`config.mk`:
```
export PLATFORM = sky130hd
export DESIGN_NAME = tmr_timer3
export DESIGN_NICKNAME = d
export VERILOG_FILES = /design/src/hw/tmr_pkg.sv /design/src/hw/tmr_prescale.sv /design/src/hw/tmr_edge.sv /design/src/hw/tmr_timer3.sv
export SDC_FILE = /design/constraint.sdc
export NUM_CORES = 1
export LEC_CHECK = 0
export ABC_AREA = 1
export BUFFER_PORTS_ARGS = -buffer_cell sky130_fd_sc_hd__buf_2
export CAP_MARGIN = 40
export CORE_MARGIN = 2
export CORE_UTILIZATION = 53
export CTS_CLUSTER_DIAMETER = 200
export DETAILED_ROUTE_END_ITERATION = 8
export PLACE_DENSITY = 0.76
export SLEW_MARGIN = 20
export SYNTH_ARGS = -nofsm -noshare
export SYNTH_HDL_FRONTEND = slang
export SYNTH_SLANG_ARGS = --single-unit
```
`constraint.sdc`:
```
create_clock -name sys_clk -period 1.6 [get_ports sys_clk]
set_input_delay 0.08 -clock sys_clk [delete_from_list [all_inputs] [get_ports sys_clk]]
set_output_delay 0.08 -clock sys_clk [all_outputs]
set_load 0.02 [all_outputs]
```
`src/hw/tmr_pkg.sv`:
```
/*
 * Constants for the timer block: SFR addresses, control field positions, reset values,
 * clock divider counts.
 * Assumes an 8-bit SFR bus, a 25 MHz system clock, and an external clock already divided by 8.
 */
// Function
// set high overflow flag when upper count byte wraps 0xFF to 0x00.
// in 16-bit mode high flag sets when count wraps 0xFFFF to 0x0000.
// set high flag with timer interrupt enabled requests the interrupt.
// flags are never cleared by hardware; software clears them by writing control.
// low overflow flag sets when low byte wraps, in either mode.
// low-byte enable plus timer interrupt enable raises interrupt on low overflow.
// capture enabled: comparator rising edge copies 16-bit count into reload registers.
// capture event requests timer interrupt when interrupts are enabled.
// split bit 0 gives one 16-bit counter, 1 gives two 8-bit counters.
// timer counts only while run control is 1.
// in split mode run control gates only the upper byte; low byte always runs.
// control bit 1 reads zero and ignores writes.
// external select 0 picks system clock /12, 1 picks external clock /8.
// in split mode external select applies to both bytes; fast selects may override.
// external /8 clock is synchronised to the system clock outside suspend.
// two reload registers hold low and high reload bytes, read/write.
// low count register shows low byte of counter or the split low counter.
// each overflow loads reload contents into the corresponding counter bytes.
// per-byte fast-clock selects choose system clock or the external-select clock.
// capture happens only with capture enable 1 and split mode 0.
// in split mode an upper-byte overflow requests the interrupt.
// with run control 0 the counter holds and count writes apply at once.
package tmr_pkg;
    localparam logic [7:0] TMR_ADDR_CONTROL = 8'h91;
    localparam logic [7:0] TMR_ADDR_RELOAD_LOW = 8'h92;
    localparam logic [7:0] TMR_ADDR_RELOAD_HIGH = 8'h93;
    localparam logic [7:0] TMR_ADDR_COUNT_LOW = 8'h94;
    localparam logic [7:0] TMR_ADDR_COUNT_HIGH = 8'h95;

    localparam int TMR_BIT_HIGH_FLAG = 7;
    localparam int TMR_BIT_LOW_FLAG = 6;
    localparam int TMR_BIT_LOW_IRQ_EN = 5;
    localparam int TMR_BIT_CAPTURE_EN = 4;
    localparam int TMR_BIT_SPLIT = 3;
    localparam int TMR_BIT_RUN = 2;
    localparam int TMR_BIT_EXT_SEL = 0;

    localparam logic [7:0] TMR_CONTROL_RESET = 8'h00;
    localparam logic [7:0] TMR_CONTROL_WMASK = 8'hFD;
    localparam logic [7:0] TMR_BYTE_RESET = 8'h00;
    localparam logic [7:0] TMR_BYTE_MAX = 8'hFF;

    localparam int TMR_SYS_DIVIDE = 12;
    localparam logic [3:0] TMR_SYS_DIV_LAST = 4'(TMR_SYS_DIVIDE - 1);
endpackage

```
`src/hw/tmr_prescale.sv`:
```
/*
 * Count-enable sources: a system clock divided by 12 pulse and the synchronised
 * external clock (already divided by 8) turned into one-cycle edge pulses.
 * Assumes the external clock is slow compared with the system clock.
 */
`timescale 1ns/1ps
module tmr_prescale
    import tmr_pkg::*;
(
    input wire logic sys_clk,
    input wire logic rstn,
    input wire logic ext_clk_div8,
    output logic sys_div12_tick,
    output logic ext_tick
);
    logic [3:0] div_reg, div_next;
    logic sync1_reg, sync1_next;
    logic sync2_reg, sync2_next;
    logic sync3_reg, sync3_next;

    // ==========================================================
    // divider and synchroniser
    always_comb begin
        div_next = (div_reg == TMR_SYS_DIV_LAST) ? 4'h0 : div_reg + 4'h1;
        sync1_next = ext_clk_div8;
        sync2_next = sync1_reg;
        sync3_next = sync2_reg;
    end

    always_ff @(posedge sys_clk) begin
        if (!rstn) begin
            div_reg <= 4'h0;
            sync1_reg <= 1'b0;
            sync2_reg <= 1'b0;
            sync3_reg <= 1'b0;
        end else begin
            div_reg <= div_next;
            sync1_reg <= sync1_next;
            sync2_reg <= sync2_next;
            sync3_reg <= sync3_next;
        end
    end

    assign sys_div12_tick = (div_reg == TMR_SYS_DIV_LAST);
    // edge detect only on synchronised stages
    assign ext_tick = sync2_reg & ~sync3_reg;
endmodule

```
`src/hw/tmr_edge.sv`:
```
/*
 * Rising edge detector for the comparator output.
 * Assumes the comparator output is already synchronous to the system clock.
 */
`timescale 1ns/1ps
module tmr_edge
    import tmr_pkg::*;
(
    input wire logic sys_clk,
    input wire logic rstn,
    input wire logic level_in,
    output logic rise_pulse
);
    logic prev_reg, prev_next;

    always_comb begin
        prev_next = level_in;
    end

    always_ff @(posedge sys_clk) begin
        if (!rstn) begin
            prev_reg <= 1'b0;
        end else begin
            prev_reg <= prev_next;
        end
    end

    assign rise_pulse = level_in & ~prev_reg;
endmodule

```
`src/hw/tmr_timer3.sv`:
```
/*
 * Timer 3: control, reload and count registers on the SFR bus, 16-bit or split
 * 8-bit auto-reload counting, comparator capture, overflow flags, interrupt request.
 * Assumes the core gives single-cycle SFR read/write strobes with an address, and that
 * the clock-control fast-select bits and timer interrupt enable come in as inputs.
 */
`timescale 1ns/1ps
module tmr_timer3
    import tmr_pkg::*;
(
    input wire logic sys_clk,
    input wire logic rstn,
    input wire logic [7:0] sfr_addr,
    input wire logic sfr_wr,
    input wire logic sfr_rd,
    input wire logic [7:0] sfr_wdata,
    output logic [7:0] sfr_rdata,
    output logic sfr_hit,
    input wire logic high_byte_fast_clock_select,
    input wire logic low_byte_fast_clock_select,
    input wire logic timer_irq_enable,
    input wire logic ext_clk_div8,
    input wire logic analog_comparator_output,
    output logic timer_irq
);
    // ==========================================================
    // decode
    function automatic logic is_addr(input logic [7:0] a, input logic [7:0] target);
        is_addr = (a == target);
    endfunction

    logic wr_ctl, wr_rll, wr_rlh, wr_cl, wr_ch;
    assign wr_ctl = sfr_wr & is_addr(sfr_addr, TMR_ADDR_CONTROL);
    assign wr_rll = sfr_wr & is_addr(sfr_addr, TMR_ADDR_RELOAD_LOW);
    assign wr_rlh = sfr_wr & is_addr(sfr_addr, TMR_ADDR_RELOAD_HIGH);
    assign wr_cl = sfr_wr & is_addr(sfr_addr, TMR_ADDR_COUNT_LOW);
    assign wr_ch = sfr_wr & is_addr(sfr_addr, TMR_ADDR_COUNT_HIGH);

    // ==========================================================
    // state
    logic [7:0] timer_control_reg, timer_control_next;
    logic [7:0] reload_low_byte_reg, reload_low_byte_next;
    logic [7:0] reload_high_byte_reg, reload_high_byte_next;
    logic [7:0] count_low_byte_reg, count_low_byte_next;
    logic [7:0] count_high_byte_reg, count_high_byte_next;
    logic [7:0] rdata_reg, rdata_next;

    logic sys_div12_tick, ext_tick, cmp_rise;

    tmr_prescale u_prescale (
        .sys_clk(sys_clk),
        .rstn(rstn),
        .ext_clk_div8(ext_clk_div8),
        .sys_div12_tick(sys_div12_tick),
        .ext_tick(ext_tick)
    );

    tmr_edge u_cmp_edge (
        .sys_clk(sys_clk),
        .rstn(rstn),
        .level_in(analog_comparator_output),
        .rise_pulse(cmp_rise)
    );

    logic high_flag, low_flag, low_irq_en, capture_en, split, run, ext_sel;
    assign high_flag = timer_control_reg[TMR_BIT_HIGH_FLAG];
    assign low_flag = timer_control_reg[TMR_BIT_LOW_FLAG];
    assign low_irq_en = timer_control_reg[TMR_BIT_LOW_IRQ_EN];
    assign capture_en = timer_control_reg[TMR_BIT_CAPTURE_EN];
    assign split = timer_control_reg[TMR_BIT_SPLIT];
    assign run = timer_control_reg[TMR_BIT_RUN];
    assign ext_sel = timer_control_reg[TMR_BIT_EXT_SEL];

    // ==========================================================
    // count enables
    logic slow_tick, tick_low, tick_high, inc_low, inc_high;
    logic low_wrap, high_wrap, capture;

    always_comb begin
        slow_tick = ext_sel ? ext_tick : sys_div12_tick;
        tick_low = low_byte_fast_clock_select ? 1'b1 : slow_tick;
        tick_high = high_byte_fast_clock_select ? 1'b1 : slow_tick;
        if (split) begin
            inc_low = tick_low;
            inc_high = run & tick_high;
        end else begin
            // 16-bit mode follows the low-byte clock select
            inc_low = run & tick_low;
            inc_high = inc_low & (count_low_byte_reg == TMR_BYTE_MAX);
        end
        low_wrap = inc_low & (count_low_byte_reg == TMR_BYTE_MAX);
        high_wrap = inc_high & (count_high_byte_reg == TMR_BYTE_MAX);
        capture = capture_en & ~split & cmp_rise;
    end

    // ==========================================================
    // register next state
    always_comb begin
        timer_control_next = timer_control_reg;
        reload_low_byte_next = reload_low_byte_reg;
        reload_high_byte_next = reload_high_byte_reg;
        count_low_byte_next = count_low_byte_reg;
        count_high_byte_next = count_high_byte_reg;

        if (wr_ctl) begin
            timer_control_next = sfr_wdata & TMR_CONTROL_WMASK;
        end
        if (wr_rll) begin
            reload_low_byte_next = sfr_wdata;
        end
        if (wr_rlh) begin
            reload_high_byte_next = sfr_wdata;
        end

        // count bytes
        if (split) begin
            if (low_wrap) begin
                count_low_byte_next = reload_low_byte_reg;
            end else if (inc_low) begin
                count_low_byte_next = count_low_byte_reg + 8'h01;
            end
            if (high_wrap) begin
                count_high_byte_next = reload_high_byte_reg;
            end else if (inc_high) begin
                count_high_byte_next = count_high_byte_reg + 8'h01;
            end
        end else begin
            if (high_wrap) begin
                count_low_byte_next = reload_low_byte_reg;
                count_high_byte_next = reload_high_byte_reg;
            end else if (inc_low) begin
                {count_high_byte_next, count_low_byte_next} =
                    {count_high_byte_reg, count_low_byte_reg} + 16'h0001;
            end
        end
        // software write to count wins over counting
        if (wr_cl) begin
            count_low_byte_next = sfr_wdata;
        end
        if (wr_ch) begin
            count_high_byte_next = sfr_wdata;
        end

        // capture wins over a software reload write in the same cycle
        if (capture) begin
            reload_low_byte_next = count_low_byte_reg;
            reload_high_byte_next = count_high_byte_reg;
        end

        // set wins over a software clear in the same cycle
        if (high_wrap | capture) begin
            timer_control_next[TMR_BIT_HIGH_FLAG] = 1'b1;
        end
        if (low_wrap) begin
            timer_control_next[TMR_BIT_LOW_FLAG] = 1'b1;
        end

        // read data
        rdata_next = 8'h00;
        if (sfr_rd) begin
            if (is_addr(sfr_addr, TMR_ADDR_CONTROL)) begin
                rdata_next = timer_control_reg;
            end else if (is_addr(sfr_addr, TMR_ADDR_RELOAD_LOW)) begin
                rdata_next = reload_low_byte_reg;
            end else if (is_addr(sfr_addr, TMR_ADDR_RELOAD_HIGH)) begin
                rdata_next = reload_high_byte_reg;
            end else if (is_addr(sfr_addr, TMR_ADDR_COUNT_LOW)) begin
                rdata_next = count_low_byte_reg;
            end else if (is_addr(sfr_addr, TMR_ADDR_COUNT_HIGH)) begin
                rdata_next = count_high_byte_reg;
            end
        end
    end

    always_ff @(posedge sys_clk) begin
        if (!rstn) begin
            timer_control_reg <= TMR_CONTROL_RESET;
            reload_low_byte_reg <= TMR_BYTE_RESET;
            reload_high_byte_reg <= TMR_BYTE_RESET;
            count_low_byte_reg <= TMR_BYTE_RESET;
            count_high_byte_reg <= TMR_BYTE_RESET;
            rdata_reg <= 8'h00;
        end else begin
            timer_control_reg <= timer_control_next;
            reload_low_byte_reg <= reload_low_byte_next;
            reload_high_byte_reg <= reload_high_byte_next;
            count_low_byte_reg <= count_low_byte_next;
            count_high_byte_reg <= count_high_byte_next;
            rdata_reg <= rdata_next;
        end
    end

    // ==========================================================
    // outputs
    assign sfr_rdata = rdata_reg;
    assign sfr_hit = (sfr_addr >= TMR_ADDR_CONTROL) && (sfr_addr <= TMR_ADDR_COUNT_HIGH);
    // level request; held until software clears the flag
    assign timer_irq = timer_irq_enable & (high_flag | (low_irq_en & low_flag));
endmodule

```
==> impl_metrics.env <==
export IMPL_worstSetupPathType="reg2reg"
export IMPL_reg2regPathDepth=9
export IMPL_design_core_area_sq_um=6241
export IMPL_fin_skew_ns=0.01705
export IMPL_ys_flop_type="dfxtp_1"
export IMPL_drv_slew=0
export IMPL_most_common_layout_cells="nand2_1, inv_1, buf_4"
export IMPL_syn_area_sq_um=3367
export IMPL_drtIter0Drc=555
export IMPL_layout_nets=623
export IMPL_worst_pin_slew_ns=0.3983
export IMPL_hold_path_class="in2reg"
export IMPL_rrSetupSlack_ns=-0.13
export IMPL_ys_warn_count=0
export IMPL_crit_chain="nand2_2 -> nor2_2 -> nand3_2 -> nor3_4 -> buf_4 -> nand2_8 -> o21ai_2 -> a21oi_1 -> o21a_1"
export IMPL_dp_cells=653
export IMPL_tns_ns=-1.255
export IMPL_leakagePower_nw=1.942
export IMPL_ir_worst_vdd_mv=0.5075
export IMPL_cts_root_buffer="clkbuf_8"
export IMPL_grt_pass1_wl_mm=17.01
export IMPL_syn_area_per_cell_sq_um=6.681
export IMPL_place_congestion=0.9874
export IMPL_worstSkewPairLatency_ns=0.34
export IMPL_grt_pass1_vias=3486
export IMPL_status="complete, but fails checks"
export IMPL_cp_arrival_ns=1.97
export IMPL_overflow=0
export IMPL_finalSetupViolCount=17
export IMPL_dp_hpwl_mm=7.853
export IMPL_area_growth_pct=27.91
export IMPL_cp_max_fo=8
export IMPL_violations="setup timing"
export IMPL_synth_edff_count=0
export IMPL_fin_cells=673
export IMPL_antenna_found_initial=0
export IMPL_crit_path_max_incr_delay_ns=0.37
export IMPL_cts_sinks=55
export IMPL_hold_end="sfr_rdata[3]"
export IMPL_hold_violations=0
export IMPL_setup_ws_ns=-0.1282
export IMPL_vias=3816
export IMPL_first_pass_iters=5
export IMPL_max_freq_mhz=578.6
export IMPL_track_usage_pct=30.51
export IMPL_final_core_util_pct=69.01
export IMPL_min_from="sfr_rd"
export IMPL_io_pins=35
export IMPL_placementRows=29
export IMPL_powerDensity_nw_per_um2=579.6
export IMPL_timing_rr_end="count_high_byte_reg[3]"
export IMPL_worstSetupStartpointType="register"
export IMPL_end_kind="register"
export IMPL_mappedNetlistNets=532
export IMPL_grt_setup_unrepaired="yes"
export IMPL_diodes=0
export IMPL_drt_total_wl_mm=10.79
export IMPL_clk_pin_slew_ns=0.12
export IMPL_wl_per_cell_um=16.03
export IMPL_die_h_um=83.71
export IMPL_cts_buffers=5
export IMPL_drive_gt1_share_pct=29.36
export IMPL_final_common_cell="nand2_1"
export IMPL_ys_seq_elements=55
export IMPL_cts_max_path_buffers=2
export IMPL_cts_max_level=2
export IMPL_period_minus_slack_ns=1.728
export IMPL_portBuffers=34
export IMPL_synth_distinct_cells=41
export IMPL_vias_per_cell=5.670
export IMPL_die_area_sq_um=7007
export IMPL_worst_hold_slack_ns=0.06774
export IMPL_cp_required_ns=1.84
export IMPL_layout_worst_path_cycle_share_pct=108.0
export IMPL_worstHoldPathCells=3
export IMPL_grt_max_degree=22
export IMPL_max_slew_margin_pct=73.36
export IMPL_start_util_pct=53.95
export IMPL_cp_slowest_cell="dfxtp_1"
export IMPL_r2r_start="count_high_byte_reg[4]"
export IMPL_die_width_um=83.71
export IMPL_antenna_left=0
export IMPL_synthArstFlopShare_pct=0
export IMPL_syn_inst=504
export IMPL_yosysSeqAreaShare_pct=32.70
export IMPL_drc=0
export IMPL_total_power_w=0.002496
export IMPL_cts_tree="yes"
export IMPL_maxCapViolCount=0
==> metrics by stage <==
| stage | setup WS, ns | cell area (sq um) |
|---|---|---|
| after detailed placement | -0.1017 | 3929 |
| after global placement | -0.05522 | 3929 |
| after CTS | -0.04510 | 4114 |
| final | -0.1282 | 4307 |
| after global routing | -0.2179 | 4307 |
| after floorplan | 0.008374 | 3377 |
==> synthesized netlist by cell type, types with 3 or more instances <==
library cell / count / area [sq um]
nand3_2: 3 / 30.03
nand2_2: 5 / 31.28
ha_1: 3 / 37.54
nor2_1: 54 / 202.7
nor2_2: 3 / 18.77
buf_6: 6 / 67.56
clkbuf_1: 4 / 15.01
nand3_1: 23 / 115.1
nand2_4: 5 / 56.30
a21oi_1: 45 / 225.2
a31oi_1: 7 / 43.79
buf_2: 3 / 15.01
inv_1: 66 / 247.7
o22ai_1: 3 / 18.77
o221ai_1: 5 / 43.79
o21ai_1: 7 / 35.03
dfxtp_1: 55 / 1101
nor2_4: 4 / 45.04
nand4_1: 3 / 18.77
nand2_1: 99 / 371.6
xor2_1: 9 / 78.83
inv_2: 7 / 26.28
o21ai_0: 61 / 305.3
==> power breakdown <==
group          switching [W]  leakage (nW)  internal [W]  total [W]
clock network       0.000571        0.0526      0.000338   0.000909
registers         0.00000819         0.446       0.00138    0.00139
logic               0.000125          1.44     0.0000715   0.000197
==> per-layer routing <==
metal / track usage [%] / share of wire, % / routed length [um] / vias up
met4: 12.46 / 3.4 / 366 / 0
met2: 47.49 / 45 / 4895 / 219
li1: - / - / - / 1835
met3: 4.550 / 9.2 / 992 / 41
met1: 42.40 / 42 / 4535 / 1721
met5: 0 / 0 / 0 / -
==> what timing repair did <==
item,in CTS,in global routing
endpoints found under the hold margin,2,0
gates cloned,0,1
buffers inserted,2,7
gates resized for setup,16,31
hold buffers,2,0
endpoints found under the setup margin,16,29
pin swaps,5,10
==> how the worst max path moves through the flow <==
stage | start | slack, ns | to
2_1_floorplan | count_low_byte_reg[1] | 0.008 | count_high_byte_reg[7]
4_1_cts | count_low_byte_reg[1] | -0.05 | count_low_byte_reg[7]
6_report | count_high_byte_reg[4] | -0.13 | count_high_byte_reg[3]
5_1_grt | count_low_byte_reg[0] | -0.22 | count_low_byte_reg[7]
3_5_place_dp | count_low_byte_reg[1] | -0.10 | count_high_byte_reg[3]
3_3_place_gp | count_low_byte_reg[1] | -0.06 | count_high_byte_reg[3]
==> critical path, delay by kind of cell, from the launching register on <==
family	cells	cell delay (ns)
AND/OR/NAND/NOR	5	0.72
flip-flops	1	0.37
AO/OA/AOI/OAI	3	0.33
buffers and inverters	1	0.21
==> area by class of cell <==
| class | instances | area (sq um) |
|---|---|---|
| multi-input cells | 362 | 2061 |
| flip-flops and latches | 55 | 1106 |
| well taps | 77 | 96.34 |
| fillers | 548 | 1934 |
| inverters | 74 | 282.8 |
| clock inverters | 3 | 31.28 |
| repair buffers | 97 | 660.6 |
| clock buffers | 5 | 68.82 |
==> cell families (layout without fill, tap and decap cells) <==
logic type      after synthesis  count (layout)  share of synthesized area, %
compound gates              137             137                         22.00
xor+xnor                     11              11                         2.862
fa+ha+maj                     3               3                         1.115
buf+inv                      88             179                         11.45
flops                        55              55                         32.70
simple gates                210             211                         29.88
No activity file was read; power rests on OpenSTA's default activity.
